--- src/include/sbcst_pkg.sv ---
// Purpose: Shared constants and types of the serial status responder.
// Assumes: One 100 MHz clock; serial pins already synchronous to it.
// Notes: Sub-address codes and the flag source order are local choices.
package sbcst_pkg;

  // ----------------------------------------------------------------
  // Frame and command layout
  // ----------------------------------------------------------------
  localparam int unsigned FRAME_BITS = 16;
  localparam logic [4:0] BITCNT_ZERO = 5'h00;
  localparam logic [4:0] BITCNT_ONE = 5'h01;
  localparam logic [4:0] BITCNT_MAX = 5'h1F;
  localparam logic [4:0] BITCNT_LOW_LOAD = 5'h08;
  localparam logic [4:0] BITCNT_FRAME = 5'h10;
  localparam logic [1:0] CMD_READ_A = 2'h0;
  localparam logic [1:0] CMD_WRITE = 2'h1;
  localparam logic [1:0] CMD_READ_B = 2'h3;
  localparam int unsigned CMD_TYPE_HI = 7;
  localparam int unsigned CMD_TYPE_LO = 6;
  localparam int unsigned CMD_ADDR_HI = 5;
  localparam int unsigned CMD_ADDR_LO = 1;

  // Flag sub-addresses, carried in command bits 13..9
  localparam logic [4:0] ADDR_REGULATOR = 5'h0A;
  localparam logic [4:0] ADDR_CAN = 5'h0B;
  localparam logic [4:0] ADDR_IO = 5'h0C;
  localparam logic [4:0] ADDR_SAFE = 5'h0D;

  // ----------------------------------------------------------------
  // Flag sources, one flag group per sub-address half, one for the safe sub-address
  // ----------------------------------------------------------------
  localparam int unsigned SRC_COUNT = 7;
  localparam int unsigned FLAG_W = 8;
  localparam logic [2:0] SRC_CAN_LOCAL = 3'h0;
  localparam logic [2:0] SRC_CAN_BUS = 3'h1;
  localparam logic [2:0] SRC_IO_LOW = 3'h2;
  localparam logic [2:0] SRC_IO_HIGH = 3'h3;
  localparam logic [2:0] SRC_SAFE = 3'h4;
  localparam logic [2:0] SRC_REG_LOW = 3'h5;
  localparam logic [2:0] SRC_REG_HIGH = 3'h6;
  localparam logic [7:0] FLAGS_CLEAR = 8'h00;

  // ----------------------------------------------------------------
  // Status word bit positions
  // ----------------------------------------------------------------
  localparam int unsigned ST_INT = 15;
  localparam int unsigned ST_WAKE = 14;
  localparam int unsigned ST_RESET = 13;
  localparam int unsigned ST_CAN_GROUP = 12;
  localparam int unsigned ST_IO_GROUP = 10;
  localparam int unsigned ST_SAFE_GROUP = 9;
  localparam int unsigned ST_REG_GROUP = 8;
  localparam int unsigned ST_CAN_BUS = 7;
  localparam int unsigned ST_CAN_LOCAL = 6;
  localparam int unsigned ST_IO_LOW = 3;
  localparam int unsigned ST_IO_HIGH = 2;
  localparam int unsigned ST_REG_HIGH = 1;
  localparam int unsigned ST_REG_LOW = 0;
  localparam logic [15:0] STATUS_CLEAR = 16'h0000;

  typedef enum logic [1:0] {
    SBCST_IDLE = 2'h0,
    SBCST_SHIFT = 2'h1,
    SBCST_DONE = 2'h3
  } sbcst_phase_t;

  typedef struct packed {
    sbcst_phase_t phase;
    logic sclkPrev;
    logic [4:0] bitCnt;
    logic [15:0] rxShift;
    logic [15:0] txShift;
    logic [15:0] snapshot;
    logic [1:0] cmdType;
    logic [2:0] selSrc;
    logic selValid;
    logic [SRC_COUNT-1:0] clearVec;
    logic miso;
    logic misoOe;
    logic [15:0] statusWord;
  } sbcst_resp_state_t;

  typedef struct packed {
    logic [FLAG_W-1:0] intFlags;
    logic [FLAG_W-1:0] wakeFlags;
    logic [FLAG_W-1:0] resetFlags;
  } sbcst_flag_state_t;

endpackage : sbcst_pkg

--- src/design/sbcst_flag_group.sv ---
// Purpose: Sticky interrupt, wake-up and reset flags of one flag source (one sub-address half, or the safe sub-address).
// Assumes: Event inputs are one-cycle or level requests on clk.
// Notes: A new event in the clearing cycle survives the clear.
`timescale 1ns/1ps
module sbcst_flag_group (
  input wire logic clk,
  input wire logic srst,
  input wire logic [sbcst_pkg::FLAG_W-1:0] intSet,
  input wire logic [sbcst_pkg::FLAG_W-1:0] wakeSet,
  input wire logic [sbcst_pkg::FLAG_W-1:0] resetSet,
  input wire logic clearReq,
  output logic [sbcst_pkg::FLAG_W-1:0] intFlags,
  output logic [sbcst_pkg::FLAG_W-1:0] wakeFlags,
  output logic [sbcst_pkg::FLAG_W-1:0] resetFlags
);
  import sbcst_pkg::*;

  sbcst_flag_state_t st;
  sbcst_flag_state_t next_st;
  logic [FLAG_W-1:0] keepMask;

  // ----------------------------------------------------------------
  // Flag update
  // ----------------------------------------------------------------
  always_comb begin
    keepMask = clearReq ? FLAGS_CLEAR : ~FLAGS_CLEAR;
    // RULE_16 set until read
    next_st.intFlags = (st.intFlags & keepMask) | intSet;
    next_st.wakeFlags = (st.wakeFlags & keepMask) | wakeSet;
    next_st.resetFlags = (st.resetFlags & keepMask) | resetSet;
  end

  always_ff @(posedge clk) begin
    if (srst) begin
      st <= '{intFlags: FLAGS_CLEAR, wakeFlags: FLAGS_CLEAR, resetFlags: FLAGS_CLEAR};
    end else begin
      st <= next_st;
    end
  end

  assign intFlags = st.intFlags;
  assign wakeFlags = st.wakeFlags;
  assign resetFlags = st.resetFlags;

endmodule : sbcst_flag_group

--- src/design/sbcst_status_resp.sv ---
// Purpose: Serial status responder; shifts the fixed status byte on MISO, then the extended status byte on writes or the addressed flag byte on reads.
// Assumes: sclk, csN and mosi are synchronous to clk and slower than clk/2.
// Notes: MOSI sampled and MISO updated on sclk rise; host samples MISO on fall.
// Function
// RULE_01: Read command types 00 or 11 return only the fixed status byte first; code then shifts the addressed flag byte.
// RULE_02: Write command type 01 returns fixed status then extended status.
// RULE_03: Bit 15 high while any interrupt flag is still unread.
// RULE_04: Bit 14 high while any wake-up flag is still unread.
// RULE_05: Bit 13 high while any reset cause flag is still unread.
// RULE_06: Bit 12 high when a pending cause is CAN, local or bus.
// RULE_07: Bit 10 high when a pending cause is an input/output interface.
// RULE_08: Bit 9 high when a pending cause is a safe-state condition.
// RULE_09: Bit 8 high when a pending cause is a regulator or voltage monitor.
// RULE_10: Bit 7 high when a pending cause is the CAN bus side.
// RULE_11: Bit 6 high when a pending cause is the CAN local side.
// RULE_12: Bit 3 flags pending input/output event at low sub-address.
// RULE_13: Bit 2 flags pending input/output event at high sub-address.
// RULE_14: Bit 1 flags pending regulator event at high sub-address.
// RULE_15: Bit 0 flags pending regulator event at low sub-address.
// RULE_16: Each flag sets on its event and clears only after a host read.
// RULE_17: Shifting status never clears it; summaries follow underlying flags.
// RULE_18: Host treats status as read-only and reads flag sub-address to clear.
`timescale 1ns/1ps
module sbcst_status_resp (
  input wire logic clk,
  input wire logic srst,
  input wire logic sclk,
  input wire logic csN,
  input wire logic mosi,
  input wire logic [sbcst_pkg::SRC_COUNT*sbcst_pkg::FLAG_W-1:0] intEvent,
  input wire logic [sbcst_pkg::SRC_COUNT*sbcst_pkg::FLAG_W-1:0] wakeEvent,
  input wire logic [sbcst_pkg::SRC_COUNT*sbcst_pkg::FLAG_W-1:0] resetEvent,
  output logic miso,
  output logic misoOe,
  output logic [15:0] statusWord
);
  import sbcst_pkg::*;

  // ----------------------------------------------------------------
  // Helpers
  // ----------------------------------------------------------------
  // Maps a sub-address and its half select to a flag source
  function automatic logic [3:0] decodeSource(input logic [4:0] addr, input logic half);
    logic [3:0] res;
    res = {1'b0, SRC_CAN_LOCAL};
    unique case (addr)
      ADDR_CAN: res = {1'b1, half ? SRC_CAN_BUS : SRC_CAN_LOCAL};
      ADDR_IO: res = {1'b1, half ? SRC_IO_HIGH : SRC_IO_LOW};
      ADDR_SAFE: res = {1'b1, SRC_SAFE};
      ADDR_REGULATOR: res = {1'b1, half ? SRC_REG_HIGH : SRC_REG_LOW};
      default: res = {1'b0, SRC_CAN_LOCAL};
    endcase
    return res;
  endfunction : decodeSource

  function automatic logic isRead(input logic [1:0] cmdType);
    return (cmdType == CMD_READ_A) || (cmdType == CMD_READ_B);
  endfunction : isRead

  // ----------------------------------------------------------------
  // Flag groups
  // ----------------------------------------------------------------
  sbcst_resp_state_t st;
  sbcst_resp_state_t next_st;
  logic [FLAG_W-1:0] intFlags [SRC_COUNT];
  logic [FLAG_W-1:0] wakeFlags [SRC_COUNT];
  logic [FLAG_W-1:0] resetFlags [SRC_COUNT];
  logic [FLAG_W-1:0] srcByte [SRC_COUNT];
  logic [SRC_COUNT-1:0] srcPending;
  logic anyInt;
  logic anyWake;
  logic anyReset;
  logic [15:0] liveStatus;
  logic sclkRise;
  logic [3:0] srcDecode;
  logic [1:0] newType;
  logic [7:0] lowByte;

  for (genvar g = 0; g < SRC_COUNT; g++) begin : gFlags
    sbcst_flag_group uGroup (
      .clk(clk),
      .srst(srst),
      .intSet(intEvent[g*FLAG_W +: FLAG_W]),
      .wakeSet(wakeEvent[g*FLAG_W +: FLAG_W]),
      .resetSet(resetEvent[g*FLAG_W +: FLAG_W]),
      .clearReq(st.clearVec[g]),
      .intFlags(intFlags[g]),
      .wakeFlags(wakeFlags[g]),
      .resetFlags(resetFlags[g])
    );
  end

  // ----------------------------------------------------------------
  // Status summary
  // ----------------------------------------------------------------
  always_comb begin
    anyInt = 1'b0;
    anyWake = 1'b0;
    anyReset = 1'b0;
    for (int i = 0; i < SRC_COUNT; i++) begin
      srcByte[i] = intFlags[i] | wakeFlags[i] | resetFlags[i];
      // RULE_17 summary from flags
      srcPending[i] = |srcByte[i];
      anyInt = anyInt | (|intFlags[i]);
      anyWake = anyWake | (|wakeFlags[i]);
      anyReset = anyReset | (|resetFlags[i]);
    end
    liveStatus = STATUS_CLEAR;
    // RULE_03 interrupt pending
    liveStatus[ST_INT] = anyInt;
    // RULE_04 wake-up pending
    liveStatus[ST_WAKE] = anyWake;
    // RULE_05 reset pending
    liveStatus[ST_RESET] = anyReset;
    // RULE_06 CAN group
    liveStatus[ST_CAN_GROUP] = srcPending[SRC_CAN_LOCAL] | srcPending[SRC_CAN_BUS];
    // RULE_07 input/output group
    liveStatus[ST_IO_GROUP] = srcPending[SRC_IO_LOW] | srcPending[SRC_IO_HIGH];
    // RULE_08 safe group
    liveStatus[ST_SAFE_GROUP] = srcPending[SRC_SAFE];
    // RULE_09 regulator group
    liveStatus[ST_REG_GROUP] = srcPending[SRC_REG_LOW] | srcPending[SRC_REG_HIGH];
    // RULE_10 CAN bus side
    liveStatus[ST_CAN_BUS] = srcPending[SRC_CAN_BUS];
    // RULE_11 CAN local side
    liveStatus[ST_CAN_LOCAL] = srcPending[SRC_CAN_LOCAL];
    // RULE_12 input/output low
    liveStatus[ST_IO_LOW] = srcPending[SRC_IO_LOW];
    // RULE_13 input/output high
    liveStatus[ST_IO_HIGH] = srcPending[SRC_IO_HIGH];
    // RULE_14 regulator high
    liveStatus[ST_REG_HIGH] = srcPending[SRC_REG_HIGH];
    // RULE_15 regulator low
    liveStatus[ST_REG_LOW] = srcPending[SRC_REG_LOW];
  end

  // ----------------------------------------------------------------
  // Frame engine
  // ----------------------------------------------------------------
  always_comb begin
    next_st = st;
    next_st.sclkPrev = sclk;
    next_st.clearVec = '0;
    next_st.statusWord = liveStatus;
    sclkRise = sclk & ~st.sclkPrev;
    newType = st.rxShift[CMD_TYPE_HI:CMD_TYPE_LO];
    srcDecode = decodeSource(st.rxShift[CMD_ADDR_HI:CMD_ADDR_LO], mosi);
    lowByte = 8'h00;
    // RULE_02 write returns extended byte
    if (newType == CMD_WRITE) begin
      lowByte = st.snapshot[7:0];
    end else if (isRead(newType) && srcDecode[3]) begin
      // RULE_01 read returns fixed byte then addressed flag byte
      lowByte = srcByte[srcDecode[2:0]];
    end
    unique case (st.phase)
      SBCST_IDLE: begin
        next_st.misoOe = 1'b0;
        if (!csN) begin
          // RULE_17 snapshot only, no clear
          next_st.phase = SBCST_SHIFT;
          next_st.bitCnt = BITCNT_ZERO;
          next_st.snapshot = st.statusWord;
          next_st.txShift = st.statusWord;
          next_st.miso = st.statusWord[ST_INT];
          next_st.misoOe = 1'b1;
          next_st.selValid = 1'b0;
          next_st.cmdType = CMD_READ_A;
        end
      end
      SBCST_SHIFT: begin
        if (csN) begin
          next_st.phase = SBCST_DONE;
          next_st.misoOe = 1'b0;
        end else if (sclkRise) begin
          next_st.rxShift = {st.rxShift[14:0], mosi};
          if (st.bitCnt != BITCNT_MAX) begin
            next_st.bitCnt = st.bitCnt + BITCNT_ONE;
          end
          if (st.bitCnt == BITCNT_LOW_LOAD) begin
            next_st.cmdType = newType;
            next_st.selSrc = srcDecode[2:0];
            next_st.selValid = srcDecode[3];
            next_st.txShift = {lowByte, 8'h00};
            next_st.miso = lowByte[7];
          end else if (st.bitCnt != BITCNT_ZERO) begin
            next_st.txShift = {st.txShift[14:0], 1'b0};
            next_st.miso = st.txShift[14];
          end
        end
      end
      SBCST_DONE: begin
        next_st.phase = SBCST_IDLE;
        next_st.misoOe = 1'b0;
        // RULE_16 clear after complete read
        // RULE_18 sub-address read clears
        if ((st.bitCnt == BITCNT_FRAME) && isRead(st.cmdType) && st.selValid) begin
          next_st.clearVec[st.selSrc] = 1'b1;
        end
      end
      default: begin
        next_st.phase = SBCST_IDLE;
        next_st.misoOe = 1'b0;
      end
    endcase
  end

  // ----------------------------------------------------------------
  // State register
  // ----------------------------------------------------------------
  always_ff @(posedge clk) begin
    if (srst) begin
      st <= '{
        phase: SBCST_IDLE,
        sclkPrev: 1'b0,
        bitCnt: BITCNT_ZERO,
        rxShift: STATUS_CLEAR,
        txShift: STATUS_CLEAR,
        snapshot: STATUS_CLEAR,
        cmdType: CMD_READ_A,
        selSrc: SRC_CAN_LOCAL,
        selValid: 1'b0,
        clearVec: '0,
        miso: 1'b0,
        misoOe: 1'b0,
        statusWord: STATUS_CLEAR
      };
    end else begin
      st <= next_st;
    end
  end

  assign miso = st.miso;
  assign misoOe = st.misoOe;
  assign statusWord = st.statusWord;

endmodule : sbcst_status_resp

--- config.mk ---
export PLATFORM = sky130hd
export DESIGN_NAME = sbcst_status_resp
export DESIGN_NICKNAME = d
export VERILOG_FILES = /design/src/include/sbcst_pkg.sv /design/src/design/sbcst_flag_group.sv /design/src/design/sbcst_status_resp.sv
export SDC_FILE = /design/constraint.sdc
export NUM_CORES = 1
export LEC_CHECK = 0
export BUFFER_PORTS_ARGS = -buffer_cell sky130_fd_sc_hd__buf_4
export CORE_ASPECT_RATIO = 0.9
export CORE_MARGIN = 1
export CORE_UTILIZATION = 30
export DETAILED_ROUTE_END_ITERATION = 8
export HOLD_SLACK_MARGIN = 0.05
export MAX_ROUTING_LAYER = met4
export PLACE_DENSITY = 0.54
export SLEW_MARGIN = 20
export SYNTH_ARGS = -nofsm -noshare
export SYNTH_HDL_FRONTEND = slang
export SYNTH_HIERARCHICAL = 1
export SYNTH_SLANG_ARGS = --single-unit
--- constraint.sdc ---
create_clock -name clk -period 4.5 [get_ports clk]
set_input_delay 0.45 -clock clk [delete_from_list [all_inputs] [get_ports clk]]
set_output_delay 0.45 -clock clk [all_outputs]
set_load 0.1 [all_outputs]
==> results of run 1 <==
[area by class of cell]
cell class	instances	area, µm²	area share, %
Tap cell	455	569	4.48
Timing Repair Buffer	191	1450	11.4
Clock buffer	34	701	5.51
Sequential cell	233	4660	36.7
Inverter	173	649	5.10
Clock inverter	9	159	1.25
Multi-Input combinational cell	749	4530	35.6
[Yosys cell counts, types with 2 or more instances]
cell type  count
dfxtp_1      233
a21oi_1      190
inv_1        173
nand2b_1     162
nor4_1        64
nand2_1       53
nor2_1        42
nor3_1        33
o21ai_0       23
buf_4         20
buf_2         19
or3_1         16
a21oi_2       15
nand4_1       15
clkbuf_2      14
nand2b_4      14
a221oi_1      11
or4_1         11
clkbuf_1      10
and2_1         9
a41oi_1        7
nand3_1        7
o311ai_1       6
a211oi_1       5
a22oi_1        5
o31ai_1        5
or2_2          5
ha_1           4
nor2b_1        4
buf_6          3
nand3b_1       3
xor2_1         3
a21o_1         2
a31oi_1        2
and3_1         2
nor3b_1        2
o211ai_1       2
o21ai_1        2
[report_power, final]
group	switching, mW	leakage, nW	total (mW)	internal [mW]
logic	0.307	3.15	0.538	0.231
registers	0.123	1.94	2.32	2.19
clock network	0.833	0.417	2.15	1.32
total	1.26	5.51	5.00	3.74
[flip-flops by register name, indices dropped and copies added, names as in the netlist]
| name | count |
|---|---|
| gFlags.uGroup/intFlags | 56 |
| gFlags.uGroup/resetFlags | 56 |
| gFlags.uGroup/wakeFlags | 56 |
| miso | 1 |
| misoOe | 1 |
| newType | 2 |
| st | 48 |
| statusWord | 13 |
[metrics by stage]
step / total power, mW / worst slack, ns / cell area [µm²] / cells
final: 5.00 / 1.90 / 12700 / 1844
after detailed placement: 2.90 / 1.91 / 11900 / 1801
after floorplan: 2.64 / 2.64 / 10200 / 1221
after global placement: 2.89 / 1.92 / 11900 / 1801
after CTS: 5.05 / 1.88 / 12700 / 1844
after global routing: 5.21 / 1.69 / 12700 / 1844
[worst min-delay path by stage]
stage / slack [ns] / start / endpoint
floorplan: 0.43 / st[52] / st[52]
CTS: 0.14 / resetEvent[44] / gFlags[5].uGroup/resetFlags[4]
detailed placement: 0.45 / st[63] / st[64]
global route: 0.14 / wakeEvent[41] / gFlags[5].uGroup/wakeFlags[1]
finish: 0.15 / wakeEvent[18] / gFlags[2].uGroup/wakeFlags[2]
global placement: 0.44 / st[52] / st[52]
[routing by layer]
metal  track usage [%]  vias to the layer above  wire length (µm)
li1                  -                     4414                 -
met1              25.5                     4222             15200
met2              29.9                      250             14800
met3              2.69                       47              1570
met4              4.56                        0               735
met5                 -                        -                 0
[kinds of logic (layout without fill, tap and decap cells)]
family                   Yosys count  count (layout)  share of synthesized area (%)
AO/OA/AOI/OAI                    285             285                           16.6
XOR/XNOR                           3               3                          0.257
adder cells (fa/ha/maj)            4               4                          0.490
buffers and inverters            239             407                           10.1
flip-flops                       233             233                           45.6
multiplexers                       1               1                          0.110
other                              1               3                         0.0367
AND/OR/NAND/NOR                  453             453                           26.7
[worst register-to-register path, stage by stage (launching register included)]
cell      delay [ns]
dfxtp_1         0.58
and4bb_4        0.29
o31ai_4         0.72
nor4_1          0.12
o21ai_0         0.39
nand4_1         0.18
a211oi_2        0.23
==> results.ini, run 1 <==
[run_status]
status=finished clean

[routing]
first_iter_violations=622
drc=0
via_count=8933
firstDrtPassIters=5
via_per_inst=4.84
wire_per_inst_um=17.5
drt_wl_total_mm=32.3
antenna_left=0

[setup_path]
cp_cell_sequence=and4bb_4, o31ai_4, nor4_1, o21ai_0, nand4_1, a211oi_2
r2r_setup_slack_ns=1.90
end_kind=flop
critPathKind=flop to flop
cp_max_fo=18
critPathLaunch=st[64]
path_buf_inv=0
arrival_ns=3.04
r2r_end=st[56]
critPathCapture=st[56]
r2r-start=st[64]
crit_family=compound AO/OA/AOI/OAI gates
cp.required_ns=4.94
path_depth=6
cpMaxStageDelayCell=o31ai_4
cpPeakStageDelay_ns=0.72
crit_path_start_kind=flop
reg2regPathDepth=6

[global_routing]
track_usage_pct=19.0
antenna_found_initial=0
first_global_vias=8755
overflow=0
grt_max_degree=138
grt_pass1_wl_mm=49.5

[logic_synthesis]
yosysWarnings=6
synth_seq_cells=233
postSynth.asyncResetShare_pct=0
synth_area_leaders=dfxtp_1, nand2b_1, a21oi_1, inv_1, nor4_1
synth_top_cell_by_area=dfxtp_1
synthFlopType=dfxtp_1
synth-edff-count=0
avgSynthCellArea_um2=8.38
synthCells=1219
synth_top_area_share_pct=45.6
ys_seq_area_share_pct=45.6
yosysUniqueCellTypes=61
synth_area_um2=10200

[die]
die_width_um=197
die_area_um2=34800
start_util_pct=30.7
ios=191
die_h_um=177
core_area_um2=33300
rows=63

[timing]
rsz0062_at_grt=false
slew_viol_final=0
timing.slew.headroom_pct=37.5
holdWs_ns=0.153
timing.fmax_mhz=385
fin_crit_ns=2.60
fin_crit_sh_pct=57.7
finClkSkew_ns=0.0149
setup_viol=0
fin_setup_tns_ns=0
worst_pin_slew_ns=0.931
hold_viol_final=0

[final_layout]
drive_above_1_share_pct=19.7
final_common_cell=dfxtp_1
nets=1551
fill_cells=3534
fin_util_pct=38.2
area_growth_pct=24.5
final_cell_mix=dfxtp_1, a21oi_1, buf_4, inv_1, nand2b_1
n_antenna_cell=0

[clocking]
clkSlewWorstSetupHoldPaths_ns=0.06
cts-root-buf=clkbuf_16
cts_tree=done
ctsHoldBuffers=0
cts_num_sinks=233
cts_inserted_buffers=26
cts_resized=0
cts_htree_levels=1
cts.path.max_buffers=3
worstSkewPairLatency_ns=0.53
postCtsSetupRepairBufs=0

[flow_run]
drv_cap=0

[power_and_ir_drop]
p_leak_nw=5.51
powerDensity_nw_per_um2=393
ir_drop_v=0.000243

[place]
post-dp-hpwl_mm=24.8
gp_congestion=0.933
numPortBuffers=187

[min_path]
hold_path_class=input port to flop
holdPathStages=3

Note: power is estimated with default switching activity, not from simulation.
==> run 2, diff against run 1 <==
- ABC_AREA: default -> 1
- PLACE_DENSITY: 0.54 -> 0.56
- clock period: 4.5 -> 2.18 ns (I/O delays scaled with it)
==> results.ini, run 2 <==
[run_status]
status=finished clean  ; unchanged

[setup_path]
cpPeakStageDelay_ns=0.33  ; was 0.72 ns
cpMaxStageDelayCell=dfxtp_1  ; was o31ai_4
critPathKind=flop to flop  ; unchanged
r2r-start=st[68]  ; was st[64]
cp_cell_sequence=nor2_1, nand3_2, nand2_2, nand2_8, nand2_1, nand3_1, a21oi_1, nand2_1, nand2_1, nand2_1, a21oi_2  ; was and4bb_4, o31ai_4, nor4_1, o21ai_0, nand4_1, a211oi_2
crit_path_start_kind=flop  ; unchanged
crit_family=simple AND/OR/NAND/NOR gates  ; was compound AO/OA/AOI/OAI gates
end_kind=flop  ; unchanged
arrival_ns=2.37  ; was 3.04 ns
crit_top_cell=nand2_1
critPathLaunch=st[68]  ; was st[64]
cp_max_fo=33  ; was 18
cp.required_ns=2.64  ; was 4.94 ns
path_buf_inv=0  ; unchanged

[logic_synthesis]
synth_seq_cells=233  ; unchanged
ys_seq_area_share_pct=44.9  ; was 45.6%
synth_commonest_cells=nand2_1, dfxtp_1, inv_1, a21oi_2, a21oi_1  ; was dfxtp_1, a21oi_1, inv_1, nand2b_1, nor4_1
synthFlopType=dfxtp_1  ; unchanged
avgSynthCellArea_um2=7.91  ; was 8.38 µm²
synth-edff-count=0  ; unchanged
synth_area_um2=10400  ; was 10200 µm²
synth_top_area_share_pct=44.9  ; was 45.6%
postSynth.asyncResetShare_pct=0  ; unchanged
yosysWarnings=6  ; unchanged
synth_most_common_cell=nand2_1  ; was dfxtp_1
yosysUniqueCellTypes=38  ; was 61
synthCells=1315  ; was 1219
synth_area_leaders=dfxtp_1, a21oi_2, nand2_1, inv_1, a21oi_1  ; was dfxtp_1, nand2b_1, a21oi_1, inv_1, nor4_1
synth_top_cell_by_area=dfxtp_1  ; unchanged

[timing]
timing.fmax_mhz=525  ; was 385 MHz
fin_crit_sh_pct=87.3  ; was 57.7%
holdWs_ns=0.134  ; was 0.153 ns
slew_viol_final=0  ; unchanged
timing.slew.headroom_pct=43.9  ; was 37.5%
rsz0062_at_grt=false  ; unchanged
finClkSkew_ns=0.0114  ; was 0.0149 ns
setup_viol=0  ; unchanged
fin_crit_ns=1.90  ; was 2.60 ns
fin_setup_tns_ns=0  ; unchanged
layout_setup_ws_ns=0.276  ; was 1.90 ns
worst_pin_slew_ns=0.839  ; was 0.931 ns
hold_viol_final=0  ; unchanged

[global_routing]
overflow=0  ; unchanged
first_global_vias=10000  ; was 8755
grt_pass1_wl_mm=57.4  ; was 49.5 mm
track_usage_pct=22.1  ; was 19.0%
antenna_found_initial=0  ; unchanged
grt_max_degree=114  ; was 138

[routing]
via_per_inst=4.74  ; was 4.84
antenna_left=0  ; unchanged
drt_wl_total_mm=38.5  ; was 32.3 mm
drc=0  ; unchanged
wire_per_inst_um=17.8  ; was 17.5 µm
firstDrtPassIters=5  ; unchanged
first_iter_violations=737  ; was 622
via_count=10200  ; was 8933

[clocking]
cts.path.max_buffers=3  ; unchanged
cts_num_sinks=233  ; unchanged
postCtsSetupRepairBufs=0  ; unchanged
worstSkewPairLatency_ns=0.52  ; was 0.53 ns
cts_htree_levels=1  ; unchanged
cts-root-buf=clkbuf_16  ; unchanged
cts_tree=done  ; unchanged
cts_inserted_buffers=26  ; unchanged
clkSlewWorstSetupHoldPaths_ns=0.06  ; about the same

[final_layout]
final_common_cell=nand2_1  ; was dfxtp_1
n_antenna_cell=0  ; unchanged
final_cell_mix=nand2_1, dfxtp_1, buf_4, inv_1, dlygate4sd3_1  ; was dfxtp_1, a21oi_1, buf_4, inv_1, nand2b_1
drive_above_1_share_pct=26.2  ; was 19.7%
area_growth_pct=42.2  ; was 24.5%
fill_cells=3373  ; was 3534
nets=1852  ; was 1551
regArea_um2=4660  ; unchanged
multi_input_comb_area_um2=4430  ; was 4530 µm²

[die]
rows=64  ; was 63
die_h_um=179  ; was 177 µm
die_area_um2=35400  ; was 34800 µm²
die_width_um=198  ; was 197 µm
core_area_um2=34000  ; was 33300 µm²
start_util_pct=30.6  ; was 30.7%
ios=191  ; unchanged

[power_and_ir_drop]
powerDensity_nw_per_um2=754  ; was 393 nW/µm²
p_leak_nw=6.73  ; was 5.51 nW
ir_drop_v=0.000450  ; was 0.000243 V

[place]
gp_congestion=0.946  ; was 0.933
numPortBuffers=187  ; unchanged
preCtsSetupSlack_ns=0.264  ; was 1.91 ns
post-dp-hpwl_mm=27.7  ; was 24.8 mm

[min_path]
hp-start=srst  ; was wakeEvent[18]
hold_path_class=input port to flop  ; unchanged

[flow_run]
drv_cap=0  ; unchanged

-- run 2: cell types whose count changed in the layout (fill, tap and decap cells not counted), sizes merged, moves of 28 or more --
| cell | before | now |
|---|---|---|
| a21oi | 205 | 246 |
| buf | 191 | 219 |
| dlygate4sd3 | 0 | 171 |
| inv | 173 | 212 |
| nand2 | 53 | 283 |
| nand2b | 176 | 0 |
| nand3 | 7 | 46 |
| nor3 | 33 | 72 |
-- run 2: cell type report --
| type | instances | area share (%) |
|---|---|---|
| multi-input cells | 810 | 30.0 |
| repair buffers | 391 | 23.0 |
| flip-flops and latches | 233 | 31.5 |
| well taps | 462 | 3.91 |
| inverters | 213 | 5.41 |
| clock inverters | 11 | 1.08 |
| clock buffers | 36 | 5.14 |
-- run 2: logic make-up after synthesis --
logic type,after synthesis,share of synthesized area [%]
and+or+nand+nor,513,22.4
AOI/OAI and AO/OA,289,19.4
buffers and inverters,274,12.7
DFF,233,44.9
adders and majority gates,4,0.481
xor gates and xnor gates,1,0.0842
other,1,0.0361
-- run 2: stage by stage --
stage / area (µm²) / total power [mW] / util [%] / cells
after floorplan: 10400 / 5.65 / - / 1317
final: 14800 / 11.1 / 43.5 / 2156
after global placement: 12100 / 6.29 / 35.7 / 1938
after CTS: 14800 / 11.2 / 43.4 / 2156
after detailed placement: 12100 / 6.30 / 35.7 / 1938
after global routing: 14800 / 11.6 / 43.5 / 2156
-- run 2: worst paths after layout --
check	to	slack [ns]	cells past startpoint
setup / recovery	st[55]	0.28	11
hold / removal	st[25]	0.13	4
setup reg to reg	st[55]	0.28	11
hold reg to reg	st[54]	0.46	2
-- run 2: power by group --
group	switching, mW	internal, mW
registers	0.275	4.54
logic	0.893	0.773
clock network	1.77	2.90
total	2.94	8.21
-- run 2: metal layers --
layer  up-vias  part of all wire (%)  GRT usage, %
li1       5004                     -             -
met1      4811                    49          31.0
met2       345                    43          33.7
met3        52                   5.7          2.59
met4         0                   2.3          5.17
met5         -                     0             -
-- run 2: worst reg2reg max path, stage by stage (launching register included) --
cell and delay (ns):
dfxtp_1 0.33, nor2_1 0.23, nand3_2 0.22, nand2_2 0.24, nand2_8 0.18, nand2_1 0.11
nand3_1 0.07, a21oi_1 0.15, nand2_1 0.10, nand2_1 0.06, nand2_1 0.06, a21oi_2 0.10
-- run 2: timing repair --
action / in CTS / in global routing
resized for setup: 0 / 2
endpoints found under the hold margin: 178 / 0
hold buffers: 171 / 0
endpoints found under the setup margin: 0 / 3
